===== src/shared/scat_pkg.sv =====
// Summary of operation
// - Indicator clear reaches User IO within 25 us
// - IO config writes applied within 30 us idle
// - IO config apply may wait for measurement end
// - Checksum of every register access kept readable
// - CRC-16 poly 0x8005, preset 0x0000, MISO data
// - Only complete MISO words, identity word first
// - Checksum read if gap 3..19 us, 8 us busy
// - Running: continuous and triggered, or indicator pending
// - Identity word is first MISO word, except in a checksum read
package scat_pkg;

    localparam int CLK_MHZ = 40;

    // Gap window bounds and User IO deadlines in microseconds
    localparam int WIN_MIN_IDLE_US = 3;
    localparam int WIN_MIN_BUSY_US = 8;
    localparam int WIN_MAX_US = 19;
    localparam int IO_CLEAR_MAX_US = 25;
    localparam int IO_FUNC_MAX_US = 30;

    localparam int GAP_W = 11;
    localparam logic [GAP_W-1:0] WIN_MIN_IDLE_CYC = GAP_W'(WIN_MIN_IDLE_US * CLK_MHZ);
    localparam logic [GAP_W-1:0] WIN_MIN_BUSY_CYC = GAP_W'(WIN_MIN_BUSY_US * CLK_MHZ);
    localparam logic [GAP_W-1:0] WIN_MAX_CYC = GAP_W'(WIN_MAX_US * CLK_MHZ);

    localparam logic [3:0] ACS_WRITE_READ = 4'hf;
    localparam logic [11:0] IO_PIN_TYPE_ADDR = 12'h002;
    localparam logic [7:0] CTRL_WORD_OFS = 8'h00;
    localparam logic [7:0] IND_CTRL_OFS = 8'h12;
    localparam int SAMPLE_FLAG_BIT = 15;

    localparam logic [15:0] CRC_POLY = 16'h8005;
    localparam logic [15:0] CRC_INIT = 16'h0000;

    typedef struct packed {
        logic [11:0] addr;
        logic [15:0] wdata;
        logic wr;
        logic rd;
    } scat_reg_req_t;

    typedef struct packed {
        logic miso;
        logic miso_oe_n;
    } scat_miso_pin_t;

endpackage


===== src/design/scat_crc16.sv =====
`timescale 1ns/1ps
module scat_crc16 (
    input wire logic clock,
    input wire logic rst_n,
    input wire logic clear,
    input wire logic feed,
    input wire logic [15:0] word,
    output logic [15:0] crc
);
    logic [15:0] crc_reg;
    logic [15:0] crc_next;

    // Bitwise, MSB first, no reflection, no final xor
    function automatic logic [15:0] crc_word(input logic [15:0] c, input logic [15:0] w);
        logic [15:0] r;
        r = c;
        for (int i = 15; i >= 0; i--) begin
            r = (r[15] ^ w[i]) ? ({r[14:0], 1'b0} ^ scat_pkg::CRC_POLY) : {r[14:0], 1'b0};
        end
        return r;
    endfunction

    assign crc_next = crc_word(crc_reg, word);

    always_ff @(posedge clock) begin
        if (!rst_n || clear) begin
            crc_reg <= scat_pkg::CRC_INIT;
        end else if (feed) begin
            crc_reg <= crc_next;
        end
    end

    assign crc = crc_reg;
endmodule // scat_crc16


===== src/design/scat_spi_slave.sv =====
`timescale 1ns/1ps
module scat_spi_slave #(
    parameter int N_SENSORS = 2
) (
    input wire logic clock,
    input wire logic rst_n,
    input wire logic sck,
    input wire logic mosi,
    input wire logic nss_n,
    input wire logic [15:0] system_identity_word,
    input wire logic [N_SENSORS-1:0] sensor_go,
    input wire logic [N_SENSORS-1:0] continuous_measure_bit,
    input wire logic [N_SENSORS-1:0] sample_indicator_flag,
    input wire logic [15:0] reg_rdata,
    output scat_pkg::scat_reg_req_t reg_req,
    output scat_pkg::scat_miso_pin_t miso_pin,
    output logic indicator_clear_pulse,
    output logic io_apply_pulse,
    output logic measure_running,
    output logic checksum_active
);
    // Pin synchronisers; stage 0 feeds stage 1 only
    logic [2:0] sck_sync_reg;
    logic [2:0] nss_sync_reg;
    logic [1:0] mosi_sync_reg;

    logic [3:0] bit_cnt_reg;
    logic [4:0] word_cnt_reg;
    logic [15:0] rx_reg;
    logic [11:0] addr_reg;
    logic write_reg;
    logic [3:0] pos_reg;
    logic chk_txn_reg;
    logic pend_chk_reg;
    logic [scat_pkg::GAP_W-1:0] gap_reg;
    logic [15:0] ident_word_reg;
    logic [15:0] data_word_reg;
    logic rd_dly_reg;
    logic clr_seen_reg;
    logic io_seen_reg;
    logic io_wait_reg;
    logic clr_pulse_reg;
    logic io_pulse_reg;
    logic running_reg;
    logic miso_reg;
    logic miso_oe_n_reg;
    scat_pkg::scat_reg_req_t req_reg;

    wire sck_rise = sck_sync_reg[1] & ~sck_sync_reg[2];
    wire sck_fall = ~sck_sync_reg[1] & sck_sync_reg[2];
    wire selected = ~nss_sync_reg[1];
    wire nss_fall = ~nss_sync_reg[1] & nss_sync_reg[2];
    wire nss_rise = nss_sync_reg[1] & ~nss_sync_reg[2];
    wire [15:0] rx_next = {rx_reg[14:0], mosi_sync_reg[1]};
    wire word_done = sck_rise & selected & (bit_cnt_reg == 4'hf);
    wire reg_word_done = word_done & ~chk_txn_reg;
    wire first_word = (word_cnt_reg == 5'h00);
    wire [11:0] addr_inc = addr_reg + 12'h001;

    wire running_next = |(continuous_measure_bit & sensor_go) | |(sensor_go & ~sample_indicator_flag);

    // Checksum read decision at the select falling edge
    wire [scat_pkg::GAP_W-1:0] win_min = running_reg ? scat_pkg::WIN_MIN_BUSY_CYC : scat_pkg::WIN_MIN_IDLE_CYC;
    wire gap_in_window = (gap_reg >= win_min) && (gap_reg <= scat_pkg::WIN_MAX_CYC);
    wire start_chk = nss_fall & pend_chk_reg & gap_in_window;
    wire gap_expired = ~selected & (gap_reg > scat_pkg::WIN_MAX_CYC);

    // MISO word: identity first, then register data, or the checksum
    wire [15:0] crc_value;
    wire [15:0] out_word = chk_txn_reg ? crc_value : (first_word ? ident_word_reg : data_word_reg);

    // Write side effects on User IO
    wire sensor_blk = (addr_reg[11:8] != 4'h0);
    wire wr_now = reg_word_done & ~first_word & write_reg;
    wire clr_hit = wr_now & sensor_blk & (addr_reg[7:0] == scat_pkg::CTRL_WORD_OFS) &
                   ~rx_next[scat_pkg::SAMPLE_FLAG_BIT];
    wire io_hit = wr_now & ((addr_reg == scat_pkg::IO_PIN_TYPE_ADDR) |
                            (sensor_blk & (addr_reg[7:0] == scat_pkg::IND_CTRL_OFS)));

    scat_crc16 u_crc (
        .clock(clock),
        .rst_n(rst_n),
        .clear(nss_fall & ~start_chk),
        .feed(reg_word_done),
        .word(out_word),
        .crc(crc_value)
    );

    always_ff @(posedge clock) begin
        if (!rst_n) begin
            sck_sync_reg <= 3'h0;
            nss_sync_reg <= 3'h7;
            mosi_sync_reg <= 2'h0;
        end else begin
            sck_sync_reg <= {sck_sync_reg[1:0], sck};
            nss_sync_reg <= {nss_sync_reg[1:0], nss_n};
            mosi_sync_reg <= {mosi_sync_reg[0], mosi};
        end
    end

    // Bit and word framing; partial words never complete
    always_ff @(posedge clock) begin
        if (!rst_n) begin
            bit_cnt_reg <= 4'h0;
            word_cnt_reg <= 5'h00;
            rx_reg <= 16'h0000;
            pos_reg <= 4'hf;
        end else if (nss_fall) begin
            bit_cnt_reg <= 4'h0;
            word_cnt_reg <= 5'h00;
            pos_reg <= 4'hf;
        end else if (selected) begin
            if (sck_rise) begin
                bit_cnt_reg <= bit_cnt_reg + 4'h1;
                rx_reg <= rx_next;
            end
            if (word_done && word_cnt_reg != 5'h1f) begin
                word_cnt_reg <= word_cnt_reg + 5'h01;
            end
            if (sck_fall) begin
                pos_reg <= ~bit_cnt_reg;
            end
        end
    end

    // Transaction kind and gap timing
    always_ff @(posedge clock) begin
        if (!rst_n) begin
            chk_txn_reg <= 1'b0;
            pend_chk_reg <= 1'b0;
            gap_reg <= '1;
            ident_word_reg <= 16'h0000;
        end else begin
            if (nss_fall) begin
                chk_txn_reg <= start_chk;
                pend_chk_reg <= 1'b0;
                ident_word_reg <= system_identity_word;
            end else if (nss_rise) begin
                pend_chk_reg <= ~chk_txn_reg;
            end else if (gap_expired) begin
                pend_chk_reg <= 1'b0;
            end
            if (nss_rise) begin
                gap_reg <= '0;
            end else if (~selected && gap_reg != '1) begin
                gap_reg <= gap_reg + 1'b1;
            end
        end
    end

    // Register requests; read data is taken the cycle after rd
    always_ff @(posedge clock) begin
        if (!rst_n) begin
            req_reg <= '0;
            addr_reg <= 12'h000;
            write_reg <= 1'b0;
            rd_dly_reg <= 1'b0;
            data_word_reg <= 16'h0000;
        end else begin
            req_reg.wr <= 1'b0;
            req_reg.rd <= 1'b0;
            rd_dly_reg <= req_reg.rd;
            if (rd_dly_reg) begin
                data_word_reg <= reg_rdata;
            end
            if (reg_word_done) begin
                req_reg.rd <= 1'b1;
                if (first_word) begin
                    write_reg <= (rx_next[15:12] == scat_pkg::ACS_WRITE_READ);
                    addr_reg <= rx_next[11:0];
                    req_reg.addr <= rx_next[11:0];
                end else begin
                    req_reg.wr <= write_reg;
                    req_reg.wdata <= rx_next;
                    addr_reg <= addr_inc;
                    req_reg.addr <= write_reg ? addr_reg : addr_inc;
                end
            end else if (req_reg.wr) begin
                // Prefetch of the next word follows its write
                req_reg.rd <= 1'b1;
                req_reg.addr <= addr_reg;
            end
        end
    end

    // User IO side effects, issued once select returns high; IO apply also waits for running to drop
    always_ff @(posedge clock) begin
        if (!rst_n) begin
            clr_seen_reg <= 1'b0;
            io_seen_reg <= 1'b0;
            io_wait_reg <= 1'b0;
            clr_pulse_reg <= 1'b0;
            io_pulse_reg <= 1'b0;
            running_reg <= 1'b0;
        end else begin
            running_reg <= running_next;
            clr_pulse_reg <= nss_rise & clr_seen_reg;
            io_pulse_reg <= io_wait_reg & ~running_reg & ~io_pulse_reg;
            if (nss_fall) begin
                clr_seen_reg <= 1'b0;
                io_seen_reg <= 1'b0;
            end else begin
                if (clr_hit) begin
                    clr_seen_reg <= 1'b1;
                end
                if (io_hit) begin
                    io_seen_reg <= 1'b1;
                end
            end
            if (nss_rise && io_seen_reg) begin
                io_wait_reg <= 1'b1;
            end else if (io_pulse_reg) begin
                io_wait_reg <= 1'b0;
            end
        end
    end

    always_ff @(posedge clock) begin
        if (!rst_n) begin
            miso_reg <= 1'b0;
            miso_oe_n_reg <= 1'b1;
        end else begin
            miso_reg <= out_word[pos_reg];
            miso_oe_n_reg <= ~selected;
        end
    end

    assign reg_req = req_reg;
    assign miso_pin.miso = miso_reg;
    assign miso_pin.miso_oe_n = miso_oe_n_reg;
    assign indicator_clear_pulse = clr_pulse_reg;
    assign io_apply_pulse = io_pulse_reg;
    assign measure_running = running_reg;
    assign checksum_active = chk_txn_reg;
endmodule // scat_spi_slave


===== config.mk =====
export PLATFORM = sky130hd
export DESIGN_NAME = scat_spi_slave
export DESIGN_NICKNAME = d
export VERILOG_FILES = /design/src/shared/scat_pkg.sv /design/src/design/scat_crc16.sv /design/src/design/scat_spi_slave.sv
export SDC_FILE = /design/constraint.sdc
export NUM_CORES = 1
export LEC_CHECK = 0
export ABC_CLOCK_PERIOD_IN_PS = 4600
export BUFFER_PORTS_ARGS = -buffer_cell sky130_fd_sc_hd__buf_2
export CORE_UTILIZATION = 50
export DETAILED_ROUTE_END_ITERATION = 6
export PLACE_DENSITY = 0.7
export SLEW_MARGIN = 20
export SYNTH_ARGS = -nofsm -noshare
export SYNTH_HDL_FRONTEND = slang
export SYNTH_SLANG_ARGS = --single-unit

===== constraint.sdc =====
create_clock -name clock -period 4.6 [get_ports clock]
set_input_delay 0.92 -clock clock [delete_from_list [all_inputs] [get_ports clock]]
set_output_delay 0.92 -clock clock [all_outputs]
set_load 0.005 [all_outputs]

# Yosys cells after proc, flatten, opt, wreduce, memory -nomap -nowiden
# Index checks and enable logic that the tools add are counted.
# classes
addsub	4
magnitude_cmp	4
n_eq_ne	6
muxes	34
bitwise_logic	72
n_reduce_logical	23
# ops
cell	n
2-to-1 mux 16 bit	18
2-to-1 mux 12 bit	5
NOT 3 bit	16
2-to-1 mux 11 bit	2
bitwise AND 1 bit	21
bitwise XOR 1 bit	16
NOT 1 bit	13
adder 12 x 1 -> 12 bit, second input constant	1
equality test 12 x 2 -> 1 bit, second input constant	1
adder 11 x 1 -> 11 bit, second input constant	1
>= comparator 11 x 9 -> 1 bit	1
greater-than comparator 11 x 10 -> 1 bit, second input constant	1
less-or-equal comparator 11 x 10 -> 1 bit, second input constant	1
inequality test 11 bit, second input constant	1
AND reduction 2 bit	5
2-to-1 mux 9 bit	1
equality test 4 bit, second input constant	2
equality test 8 x 5 -> 1 bit, second input constant	1
logical NOT 8 bit	1
nonzero test 2 bit	4
2-to-1 mux 1 bit	7
OR reduction 2 bit	3
adder 5 x 1 -> 5 bit, second input constant	1
logical NOT 5 bit	1
14 further kinds	19
# word_totals
ff_bits	149
out_inout_bits	36
word_cells	171

# Logic depth before layout (Yosys ltp)
# Gate-level depths: netlist (run 1).
# logic_depth
depth_word	35
depth_mapped	13
mapped_depth_nobuf	11

# Cells and area by module
# A second synthesis (run 1) with hierarchy kept.
# unflattened
hier_cells	879
area_unflattened_um2	7370.8
# modules_own_cells
module	n_inst	cells_each	area_per_inst_um2	seq_area_each_um2
scat_spi_slave	1	784	6382.4	2642.5
scat_crc16	1	95	988.4	320.3

# Worst setup path before layout (run 1)
# OpenSTA, ideal clock, no wires.
# synth_timing
path_kind	reg-to-reg
start	register word_cnt_reg[0]
end	register u_crc.crc_reg[0] (netlist: u_crc.crc[0])
setup_time_ps	136
arrival_ps	3071
path_slack_ps	1393
stages_incl_launch_ff	13
n_path_buf	1
synth_period_minus_slack_ps	3207
path_cell_list	dfxtp_1 -> inv_1 -> ha_1 -> nor4b_4 -> buf_6 -> mux2i_2 -> xnor2_4 -> xor2_2 -> xnor3_1 -> o211a_4 -> or2_4 -> a2111oi_1 -> o31ai_1
# synth_between
elab_chain_cells	35
# synth_rtl
element	line	source
from (decl)	scat_spi_slave.sv:28	logic [4:0] word_cnt_reg;
from (signal assigned)	scat_spi_slave.sv:118	word_cnt_reg <= word_cnt_reg + 5'h01;
logical NOT 5 bit (*)	scat_spi_slave.sv:57	wire first_word = (word_cnt_reg == 5'h00);
2-to-1 mux 16 bit (*) (2 in series)	scat_spi_slave.sv:70	wire [15:0] out_word = chk_txn_reg ? crc_value : (first_word ? ident_word_reg : data_word_reg);
bitwise XOR 1 bit	scat_crc16.sv:18	r = (r[15] ^ w[i]) ? ({r[14:0], 1'b0} ^ scat_pkg::CRC_POLY) : {r[14:0], 1'b0};
2-to-1 mux 16 bit	scat_crc16.sv:18	
bitwise XOR 1 bit	scat_crc16.sv:18	
2-to-1 mux 16 bit	scat_crc16.sv:18	
bitwise XOR 1 bit	scat_crc16.sv:18	
2-to-1 mux 16 bit	scat_crc16.sv:18	
[... 18 more ...]	-	
bitwise XOR 1 bit	scat_crc16.sv:18	
2-to-1 mux 16 bit	scat_crc16.sv:18	
bitwise XOR 1 bit	scat_crc16.sv:18	
2-to-1 mux 16 bit	scat_crc16.sv:18	
bitwise XOR 1 bit	scat_crc16.sv:18	
2-to-1 mux 16 bit	scat_crc16.sv:18	
bitwise XOR 1 bit (*)	scat_crc16.sv:18	
2-to-1 mux 16 bit (*)	scat_crc16.sv:18	
to (signal assigned)	scat_crc16.sv:27	crc_reg <= scat_pkg::CRC_INIT;
to (signal assigned)	scat_crc16.sv:29	crc_reg <= crc_next;
to (decl)	scat_crc16.sv:10	logic [15:0] crc_reg;
# Every way passes the cells marked *; elsewhere a longest branch is shown, timed or not.
# A chain may end at the register's enable or synchronous reset.

# Final worst setup path (run 1)
# layout_timing
start	register word_cnt_reg[0]
end	register u_crc.crc_reg[15] (netlist: u_crc.crc[15])
# layout_between
elab_chain_cells	35
# layout_rtl
element	line
logical NOT 5 bit (*)	scat_spi_slave.sv:57
2-to-1 mux 16 bit (*) (2 in series)	scat_spi_slave.sv:70
bitwise XOR 1 bit	scat_crc16.sv:18
2-to-1 mux 16 bit	scat_crc16.sv:18
bitwise XOR 1 bit	scat_crc16.sv:18
2-to-1 mux 16 bit	scat_crc16.sv:18
bitwise XOR 1 bit	scat_crc16.sv:18
2-to-1 mux 16 bit	scat_crc16.sv:18
[... 18 more ...]	-
bitwise XOR 1 bit	scat_crc16.sv:18
2-to-1 mux 16 bit	scat_crc16.sv:18
bitwise XOR 1 bit	scat_crc16.sv:18
2-to-1 mux 16 bit	scat_crc16.sv:18
bitwise XOR 1 bit	scat_crc16.sv:18
2-to-1 mux 16 bit	scat_crc16.sv:18
bitwise XOR 1 bit	scat_crc16.sv:18
2-to-1 mux 16 bit (*)	scat_crc16.sv:18
# Marked as above.

==> summary.md, run 1 <==
| Metric | Value |
|---|---|
| Resize count post-CTS | 0 |
| Layout cells sized above 1 | 15.6% |
| DRC | 0 |
| Die Y | 122 um |
| Number of synthesized flops with an enable pin | 0 |
| Mapped Nets | 906 |
| Most frequent cells in the layout | dfxtp_1 (148), nand2_1 (109), nor2_1 (102) |
| Clock transition at the registers of the reported paths | 0.06 ns |
| Layout area overhead | 15.5% |
| Core area | 13900 sq um |
| Worst vdd ir | 0.282 mV |
| Setup Skew | 0.00844 ns |
| Final Hold Viols | 0 |
| Netlist cell types | 60 |
| # setup viols final | 0 |
| Synthesis warning total | 0 |
| DR pass1 iterations | 5 |
| Via count | 6094 |
| Final Non-Filler Cells | 1094 |
| CP Data Arrival Time | 3.76 ns |
| Filler cells | 1241 |
| Number of DRC markers in iteration 0 | 484 |
| Commonest non-fill, non-tap cell in the layout | dfxtp_1 |
| Die area | 14900 sq um |
| Clock latency at the later pin of the worst-skew pair | 0.42 ns |
| Estimated wirelength of the detail-placed design | between 10000 and 15000 um |
| Nets | 960 |
| CTS root buffer | clkbuf_16 |
| ANT nets after route | 0 |
| Status | completed |
| Design area | 8300 sq um |
| Fmax achieved | 288 MHz |
| CTS tree | yes |
| Yosys reg bits | 148 |
| Largest net degree at the start of global routing | 75 |
| H-tree depth | 4 |
| Post-CTS setup buffer count | 0 |
| Worst-margin pin slew | between 1 and 1.5 ns |
| Num CTS Buffers | 17 |
| Mapped Cells | 850 |
| Clock sinks | ~150 |
| Static Leak | 3.41 nW |
| Wire per inst | 15.8 um |
| Routability Congestion | ~0.85 |
| Max-cap viol count | 0 |
| Required @ worst endpoint | 4.89 ns |
| CP Launch Type | flop |
| Vias per cell | 5.57 |
| Cell Rows | 43 |
| Initial antenna violation count | 0 |
| Clock Path Buffers | 2 |
| Total track usage | 24.2% |
| CTS Hold Bufs | 0 |
| RSZ-0062 raised after global routing | no |
| Critical path capture point type | flop |
| Post-synth ARST share | 0% |
| Io pins | 79 |
| Dpl cell area | 7690 sq um |
| Hold WC Path Type | flop to flop |
| Total congestion overflow | 0 |
| Tcrit/Tclk final | 75.4% |
| Max FO, Critical Path | 32 |
| Max-slew headroom | 33.0% |
| Mapped Area | roughly 7200 sq um |
| First-pass GRT wire length | about 28000 um |
| Die X | 122 um |
| Seq/Total Area, Yosys | 41.2% |
| Main synth FF type | dfxtp_1 |
| Placed Cells | ~1100 |
| Syn Area/Cell | ~8.5 sq um |
| Initial Util | 51.6% |
| Final slew viol count | 0 |
| Crit Path Class | flop to flop |
| Max reg flops | 30 |
| PortBufs | 78 |
| Setup TNS | 0 ns |
| PD cells | around 380 nW/um^2 |
| Vias in the first global route | about 5500 |
| N_diodes | 0 |
| Final WL | 17300 um |
| Tmin final | 3.47 ns |
report_power, final:
group          internal (mW)  switching (mW)  total, mW
clock network          0.927           0.528       1.45
registers               1.33          0.0507       1.38
logic                  0.159           0.190      0.349
total                   2.41           0.769       3.18
area by class of cell:
type,count,area (sq um),area share [%]
clock buffer,20,457,5.50
clock inverter,9,155,1.87
inverter,36,135,1.63
multi-input combinational,608,3860,46.5
sequential,148,2960,35.7
tap,180,225,2.71
timing repair buffer,93,503,6.06
layer usage:
metal | vias to the layer above | wire, um | global-route usage [%]
met4 | 0 | 229 | 7.56
met5 | - | 0 | 0
met3 | 21 | 675 | 5.62
met2 | 131 | 8090 | 38.4
li1 | 3057 | - | -
met1 | 2885 | 8260 | 32.5
stage by stage:
stage / power [mW] / hold WS [ns] / setup WS [ns] / utilization, %
4_1_cts: 3.20 / 0.423 / 1.14 / 59.6
3_5_place_dp: 1.75 / 0.409 / 1.16 / 55.2
3_3_place_gp: 1.75 / 0.408 / 1.20 / 55.2
5_1_grt: 3.30 / 0.446 / 0.873 / 59.6
6_report: 3.18 / 0.415 / 1.13 / 59.6
2_1_floorplan: 1.67 / 0.386 / 1.39 / -
cell usage after synthesis (3+ instances only):
| cell type | number | share of area (%) |
|---|---|---|
| a31oi_1 | 7 | 0.61 |
| nand4_1 | 10 | 0.87 |
| o22ai_1 | 5 | 0.44 |
| nor2_1 | 103 | 5.4 |
| nor4_1 | 8 | 0.70 |
| nor4b_1 | 3 | 0.37 |
| clkbuf_1 | 49 | 2.6 |
| o211ai_1 | 6 | 0.63 |
| and2_1 | 9 | 0.78 |
| nand2_1 | 109 | 5.7 |
| nor3_1 | 18 | 1.3 |
| dfxtp_1 | 148 | 41 |
| nand3_1 | 16 | 1.1 |
| and3_1 | 10 | 0.87 |
| xor2_1 | 17 | 2.1 |
| mux4_2 | 7 | 2.2 |
| xnor3_1 | 4 | 1.3 |
| a21oi_1 | 74 | 5.2 |
| a211oi_1 | 19 | 2.0 |
| xnor2_1 | 30 | 3.7 |
| o21ai_0 | 40 | 2.8 |
| ha_1 | 13 | 2.3 |
| a22o_1 | 16 | 1.9 |
| mux2i_1 | 35 | 4.9 |
| a22oi_1 | 4 | 0.42 |
| nand2b_1 | 5 | 0.44 |
| inv_1 | 35 | 1.8 |
| o31ai_1 | 4 | 0.42 |
| buf_1 | 5 | 0.26 |
worst paths after layout:
check                               end  slack, ns  depth (start not counted)                    startpoint
min          nss_sync_reg[1]$_SDFF_PN1_       0.42                          1    nss_sync_reg[0]$_SDFF_PN1_
max reg2reg  u_crc.crc[15]$_SDFFE_PP0P_       1.13                         11  word_cnt_reg[0]$_SDFFE_PP0P_
max          u_crc.crc[15]$_SDFFE_PP0P_       1.13                         11  word_cnt_reg[0]$_SDFFE_PP0P_
min reg2reg  nss_sync_reg[1]$_SDFF_PN1_       0.42                          1    nss_sync_reg[0]$_SDFF_PN1_
worst max-delay path, cell delays in order, from the launching register on:
cell and delay, ns:
dfxtp_1 0.34, inv_1 0.06, ha_1 0.17, or4b_2 0.58, buf_4 0.27, a21oi_1 0.38, xor2_1 0.20, xnor3_1 0.30
o211a_4 0.28, or2_4 0.27, a2111oi_1 0.36, o31ai_1 0.12
cells by family after synthesis:
family,Yosys count,synth area share [%]
compound gates,194,17.1
flops,148,41.2
simple gates,303,19.0
xor+xnor,55,8.04
fa+ha+maj,13,2.26
buf+inv,94,5.14
mux,43,7.26
Note: power is estimated with default switching activity, not from simulation.
==> inputs of run 2 (changes only) <==
- ABC_CLOCK_PERIOD_IN_PS: 4600 -> 3300
- clock period: 4.6 -> 3.3 ns (I/O delays scaled with it)
==> run 2 against run 1 <==
The flow now finishes with violations (setup timing). Combinational power grew 54%. Critical path type unchanged. Clock skew is essentially flat. Largest power group unchanged. Final area grew 6.0%. Largest cell class unchanged. Routed wire length grew 5.4%.
==> summary.md, run 2 (synthesized netlist as in run 1, its figures left out) <==
| Metric | Value |
|---|---|
| ANT nets after route | 0 (unchanged) |
| Nets | 987 (was 960) |
| Largest net degree at the start of global routing | 75 (unchanged) |
| Commonest non-fill, non-tap cell in the layout | dfxtp_1 (unchanged) |
| Clock latency at the later pin of the worst-skew pair | 0.42 ns (about the same) |
| Max-slew headroom | 31.1% (was 33.0%) |
| Estimated wirelength of the detail-placed design | 11800 um (was 11500 um) |
| Most frequent cells in the layout | dfxtp_1 (146), nand2_1 (108), nor2_1 (102) (was dfxtp_1 (148), nand2_1 (109), nor2_1 (102)) |
| Clock transition at the registers of the reported paths | 0.06 ns (about the same) |
| Worst vdd ir | 0.394 mV (was 0.282 mV) |
| Switching power share of the total | 24.5% (was 24.2%) |
| Vias per cell | 5.59 (was 5.57) |
| Failing checks | setup timing |
| Setup TNS | -0.00861 ns (was 0 ns) |
| Number of DRC markers in iteration 0 | 381 (was 484) |
| Final WL | 18200 um (was 17300 um) |
| Core area | 13900 sq um (unchanged) |
| Final Non-Filler Cells | 1124 (was 1094) |
| Worst-margin pin slew | 1.03 ns (was 1.00 ns) |
| H-tree depth | 4 (unchanged) |
| Critical path capture point type | flop (unchanged) |
| Cell Rows | 43 (unchanged) |
| CTS tree | yes (unchanged) |
| Static Leak | 3.61 nW (was 3.41 nW) |
| Max-cap viol count | 0 (unchanged) |
| N_diodes | 0 (unchanged) |
| Wire per inst | 16.2 um (was 15.8 um) |
| Sequential power share | 42.3% (was 43.3%) |
| Design area | 8800 sq um (was 8300 sq um) |
| Pint | 3.43 mW (was 2.41 mW) |
| First-pass GRT wire length | 28700 um (was 28100 um) |
| Io pins | 79 (unchanged) |
| Filler cells | 1166 (was 1241) |
| Setup Skew | 0.00888 ns (was 0.00844 ns) |
| Die X | 122 um (unchanged) |
| Layout cells sized above 1 | 21.3% (was 15.6%) |
| Clock share of power | 45.9% (was 45.7%) |
| Hold WC Path Type | flop to flop (unchanged) |
| Num CTS Buffers | 17 (unchanged) |
| CP Launch Type | flop (unchanged) |
| Tcrit/Tclk final | 100% (was 75.4%) |
| RSZ-0062 raised after global routing | yes (was no) |
| Initial Util | 51.6% (unchanged) |
| DRC | 0 (unchanged) |
| Overall power | 4.55 mW (was 3.18 mW) |
| Tmin final | 3.31 ns (was 3.47 ns) |
| Dpl cell area | 7820 sq um (was 7690 sq um) |
| Layout area overhead | 22.5% (was 15.5%) |
| Required @ worst endpoint | 3.59 ns (was 4.89 ns) |
| Total congestion overflow | 0 (unchanged) |
| Initial antenna violation count | 0 (unchanged) |
| Total track usage | 24.9% (was 24.2%) |
| Vias in the first global route | 5757 (was 5544) |
| Die area | 14900 sq um (unchanged) |
| Final Hold Viols | 0 (unchanged) |
| Via count | 6279 (was 6094) |
| Crit Path Class | flop to flop (unchanged) |
| Status | finished, violations left (was completed) |
| Fmax achieved | 302 MHz (was 288 MHz) |
| # setup viols final | 1 (was 0) |
| Clock Path Buffers | 2 (unchanged) |
| Worst setup margin | -0.00861 ns (was 1.13 ns) |
| Switch Pwr | 1.11 mW (was 0.769 mW) |
| Clock sinks | 148 (unchanged) |
| Final slew viol count | 0 (unchanged) |
| Max FO, Critical Path | 7 (was 32) |
| PD cells | 517 nW/um^2 (was 384 nW/um^2) |
| CTS root buffer | clkbuf_16 (unchanged) |
| Die Y | 122 um (unchanged) |
| PortBufs | 78 (unchanged) |
| Max reg flops | 30 (unchanged) |
| Pre-CTS setup slack | -0.0279 ns (was 1.16 ns) |
| Placed Cells | 1080 (was 1065) |
| DR pass1 iterations | 5 (unchanged) |
| Combinational power share | 11.8% (was 11.0%) |
| CP Data Arrival Time | 3.60 ns (was 3.76 ns) |
| Routability Congestion | 0.834 (was 0.850) |
==> run 2: timing repair <==
item	in CTS	in global routing
hold buffers	0	0
cloned	0	1
gates resized for setup	5	42
pin swaps	1	15
setup endpoints to repair	2	3
buffers inserted	0	12
==> run 2: final timing paths <==
kind / from / to / slack [ns] / depth (start not counted)
max: word_cnt_reg[1]$_SDFFE_PP0P_ / u_crc.crc[0]$_SDFFE_PP0P_ / -0.009 / 14
min: nss_sync_reg[0]$_SDFF_PN1_ / nss_sync_reg[1]$_SDFF_PN1_ / 0.41 / 1
max reg2reg: word_cnt_reg[1]$_SDFFE_PP0P_ / u_crc.crc[0]$_SDFFE_PP0P_ / -0.009 / 14
min reg2reg: nss_sync_reg[0]$_SDFF_PN1_ / nss_sync_reg[1]$_SDFF_PN1_ / 0.41 / 1
==> run 2: power groups by stage <==
| stage | Clock (mW) | Combinational (mW) | Sequential (mW) |
|---|---|---|---|
| after floorplan | 0 | 0.385 | 1.94 |
| after detailed placement | 0 | 0.487 | 1.96 |
| final | 2.09 | 0.536 | 1.92 |
| after CTS | 2.12 | 0.493 | 1.92 |
| after global placement | 0 | 0.481 | 1.96 |
| after global routing | 2.20 | 0.602 | 1.93 |
==> run 2: layout make-up <==
cell class | count | area [sq um] | area share [%]
sequential | 148 | 2970 | 33.7
clock buffer | 20 | 467 | 5.30
timing repair buffer | 120 | 751 | 8.53
multi-input combinational | 608 | 4090 | 46.4
clock inverter | 12 | 174 | 1.98
inverter | 36 | 135 | 1.54
tap | 180 | 225 | 2.56
==> run 2: per-stage QoR <==
step	hold WS, ns	utilization (%)
2_1_floorplan	0.386	-
3_3_place_gp	0.392	56.1
3_5_place_dp	0.399	56.1
4_1_cts	0.406	60.8
5_1_grt	0.437	63.2
6_report	0.408	63.2
==> run 2: routing by layer <==
metal  track usage [%]  vias up  share of wire (%)
met1              31.6     2979                 45
met3              5.34       30                4.6
met5                 0        -                  0
met2              41.0      156                 48
li1                  -     3114                  -
met4              10.3        0                2.0
==> run 2: worst max-delay path, stage by stage, from the launching register on <==
cell       delay [ns]
dfxtp_2          0.32
inv_2            0.06
ha_4             0.13
nor4b_4          0.29
buf_4            0.19
clkbuf_16        0.15
buf_6            0.10
mux2i_4          0.25
xnor2_2          0.17
xnor2_2          0.15
xnor3_1          0.28
o211a_4          0.30
o2111a_1         0.27
a2111oi_2        0.37
o31ai_1          0.13
==> inputs of run 3 (changes only) <==
- CTS_BUF_LIST: default -> sky130_fd_sc_hd__clkbuf_4 sky130_fd_sc_hd__clkbuf_8
==> run 3 against run 2 <==
The run now ends clean. First-iteration DRC count down 5.5%. Global-route usage down 0.086 points. Fmax up 2.1%. Combinational power down 6.9%. Critical path depth down 2. Final area down 4.3%. Final cell count down 0.80%. Largest cell class unchanged.
==> summary.md, run 3 (synthesized netlist as in run 1, its figures left out) <==
| Metric | Value |
|---|---|
| Number of DRC markers in iteration 0 | 360 (was 381) |
| Initial Util | 51.6% (unchanged) |
| Tcrit/Tclk final | 98.2% (was 100%) |
| PD cells | 475 nW/um^2 (was 517 nW/um^2) |
| Worst reg2reg path depth | 12 (was 14) |
| Worst Hold Path EP | nss_sync_reg[0]$_SDFF_PN1_ (was nss_sync_reg[1]$_SDFF_PN1_) |
| Setup Skew | 0.0139 ns (was 0.00888 ns) |
| Die Y | 122 um (unchanged) |
| ANT nets after route | 0 (unchanged) |
| Tmin final | 3.24 ns (was 3.31 ns) |
| Vias in the first global route | 5674 (was 5757) |
| DRC | 0 (unchanged) |
| Estimated wirelength of the detail-placed design | 11800 um (unchanged) |
| Die area | 14900 sq um (unchanged) |
| WHS Path Cells | 2 (was 1) |
| Routability Congestion | 0.834 (unchanged) |
| Final Hold Viols | 0 (unchanged) |
| Vias per cell | 5.54 (was 5.59) |
| Worst vdd ir | 0.299 mV (was 0.394 mV) |
| Most frequent cells in the layout | dfxtp_1 (147), nand2_1 (108), nor2_1 (102) (was dfxtp_1 (146), nand2_1 (108), nor2_1 (102)) |
| Filler cells | 1236 (was 1166) |
| Num CTS Buffers | 17 (unchanged) |
| Final WL | 17500 um (was 18200 um) |
| Clock sinks | 148 (unchanged) |
| Core area | 13900 sq um (unchanged) |
| Crit Path Class | flop to flop (unchanged) |
| PortBufs | 78 (unchanged) |
| R2R Setup Slk | 0.06 ns (was -0.009 ns) |
| Placed Cells | 1080 (unchanged) |
| Required @ worst endpoint | 3.62 ns (was 3.59 ns) |
| Max-slew headroom | 32.1% (was 31.1%) |
| # setup viols final | 0 (was 1) |
| Max reg flops | 30 (unchanged) |
| Sequential cell area | 2960 sq um (was 2970 sq um) |
| Critical path capture point type | flop (unchanged) |
| Hold WC Path Type | input port to flop (was flop to flop) |
| First-pass GRT wire length | 28600 um (was 28700 um) |
| Total track usage | 24.8% (was 24.9%) |
| Clock Path Buffers | 2 (unchanged) |
| Max FO, Critical Path | 11 (was 7) |
| Worst setup margin | 0.0584 ns (was -0.00861 ns) |
| Commonest non-fill, non-tap cell in the layout | dfxtp_1 (unchanged) |
| CTS tree | yes (unchanged) |
| RSZ-0062 raised after global routing | yes (unchanged) |
| Overall power | 4.00 mW (was 4.55 mW) |
| H-tree depth | 4 (unchanged) |
| Largest net degree at the start of global routing | 75 (unchanged) |
| Cell Rows | 43 (unchanged) |
| Max-cap viol count | 0 (unchanged) |
| Worst-margin pin slew | 1.02 ns (was 1.03 ns) |
| CTS root buffer | clkbuf_8 (was clkbuf_16) |
| DR pass1 iterations | 5 (unchanged) |
| Static Leak | 3.43 nW (was 3.61 nW) |
| Die X | 122 um (unchanged) |
| Pre-CTS setup slack | -0.0279 ns (unchanged) |
| Reg2reg start | word_cnt_reg[0]$_SDFFE_PP0P_ (was word_cnt_reg[1]$_SDFFE_PP0P_) |
| Fmax achieved | 308 MHz (was 302 MHz) |
| Io pins | 79 (unchanged) |
| Wire per inst | 15.7 um (was 16.2 um) |
| Total congestion overflow | 0 (unchanged) |
| Clock transition at the registers of the reported paths | 0.08 ns (was 0.06 ns) |
| CP Data Arrival Time | 3.56 ns (was 3.60 ns) |
| CP Launch Type | flop (unchanged) |
| Nets | 978 (was 987) |
| Worst Hold Launch | nss_n (was nss_sync_reg[0]$_SDFF_PN1_) |
| Setup TNS | 0 ns (was -0.00861 ns) |
| Final Non-Filler Cells | 1115 (was 1124) |
| N_diodes | 0 (unchanged) |
| Layout area overhead | 17.2% (was 22.5%) |
| Initial antenna violation count | 0 (unchanged) |
| Status | completed (was finished, violations left) |
| Layout cells sized above 1 | 19.6% (was 21.3%) |
| FF-to-FF End | u_crc.crc[0]$_SDFFE_PP0P_ (unchanged) |
| Via count | 6181 (was 6279) |
| Area of the multi-input gates | 4000 sq um (was 4090 sq um) |
| Final slew viol count | 0 (unchanged) |
| Clock latency at the later pin of the worst-skew pair | 0.46 ns (was 0.42 ns) |
run 3: how the worst max path moves through the flow:
stage / startpoint / endpoint / slack, ns / cells after the start
after floorplan: word_cnt_reg[0]$_SDFFE_PP0P_ / u_crc.crc[0]$_SDFFE_PP0P_ / 0.09 / 12
after global placement: word_cnt_reg[0]$_SDFFE_PP0P_ / u_crc.crc[15]$_SDFFE_PP0P_ / 0.06 / 12
after detailed placement: word_cnt_reg[0]$_SDFFE_PP0P_ / u_crc.crc[15]$_SDFFE_PP0P_ / -0.03 / 12
after CTS: word_cnt_reg[0]$_SDFFE_PP0P_ / u_crc.crc[0]$_SDFFE_PP0P_ / 0.008 / 13
after global routing: word_cnt_reg[0]$_SDFFE_PP0P_ / u_crc.crc[0]$_SDFFE_PP0P_ / -0.12 / 12
final: word_cnt_reg[0]$_SDFFE_PP0P_ / u_crc.crc[0]$_SDFFE_PP0P_ / 0.06 / 12
run 3: final cells by class:
type / instances / share of cell area, %
multi-input cells: 608 / 47.5
flip-flops and latches: 148 / 35.2
repair buffers: 111 / 7.72
clock buffers: 20 / 3.27
well taps: 180 / 2.67
clock inverters: 12 / 2.06
inverters: 36 / 1.60
run 3: routing by layer:
metal	global-route usage (%)	part of all wire, %
met3	6.13	4.8
met1	32.0	45
met2	40.9	49
met5	0	0
met4	7.25	1.6
run 3: repair_timing:
item | 4_1_cts | 5_1_grt
pin swaps | 2 | 2
setup endpoints to repair | 2 | 3
hold buffers | 0 | 0
endpoints found under the hold margin | 0 | 0
buffers inserted | 2 | 1
cloned | 0 | 0
resized for setup | 7 | 18
run 3: through the flow:
step | cell area, sq um | utilization [%] | hold WS [ns]
6_report | 8420 | 60.5 | 0.385
5_1_grt | 8420 | 60.5 | 0.381
4_1_cts | 8310 | 59.6 | 0.357
3_5_place_dp | 7820 | 56.1 | 0.399
3_3_place_gp | 7820 | 56.1 | 0.392
2_1_floorplan | 7190 | - | 0.386
run 3: power breakdown:
part / switching, mW / total, mW / leakage (nW) / internal, mW
clock: 0.699 / 1.59 / 0.230 / 0.886
sequential: 0.0695 / 1.92 / 1.20 / 1.85
combinational: 0.268 / 0.499 / 2.00 / 0.231
total: 1.04 / 4.00 / 3.43 / 2.97
run 3: critical path, cell delays in order (launching register included):
cell       delay, ns
dfxtp_2         0.33
inv_2           0.06
ha_4            0.13
nor4b_4         0.26
buf_12          0.22
mux2i_2         0.29
xnor2_1         0.21
xnor2_2         0.16
or3b_2          0.52
o211a_4         0.19
or2_4           0.28
a2111oi_1       0.33
o31ai_1         0.13
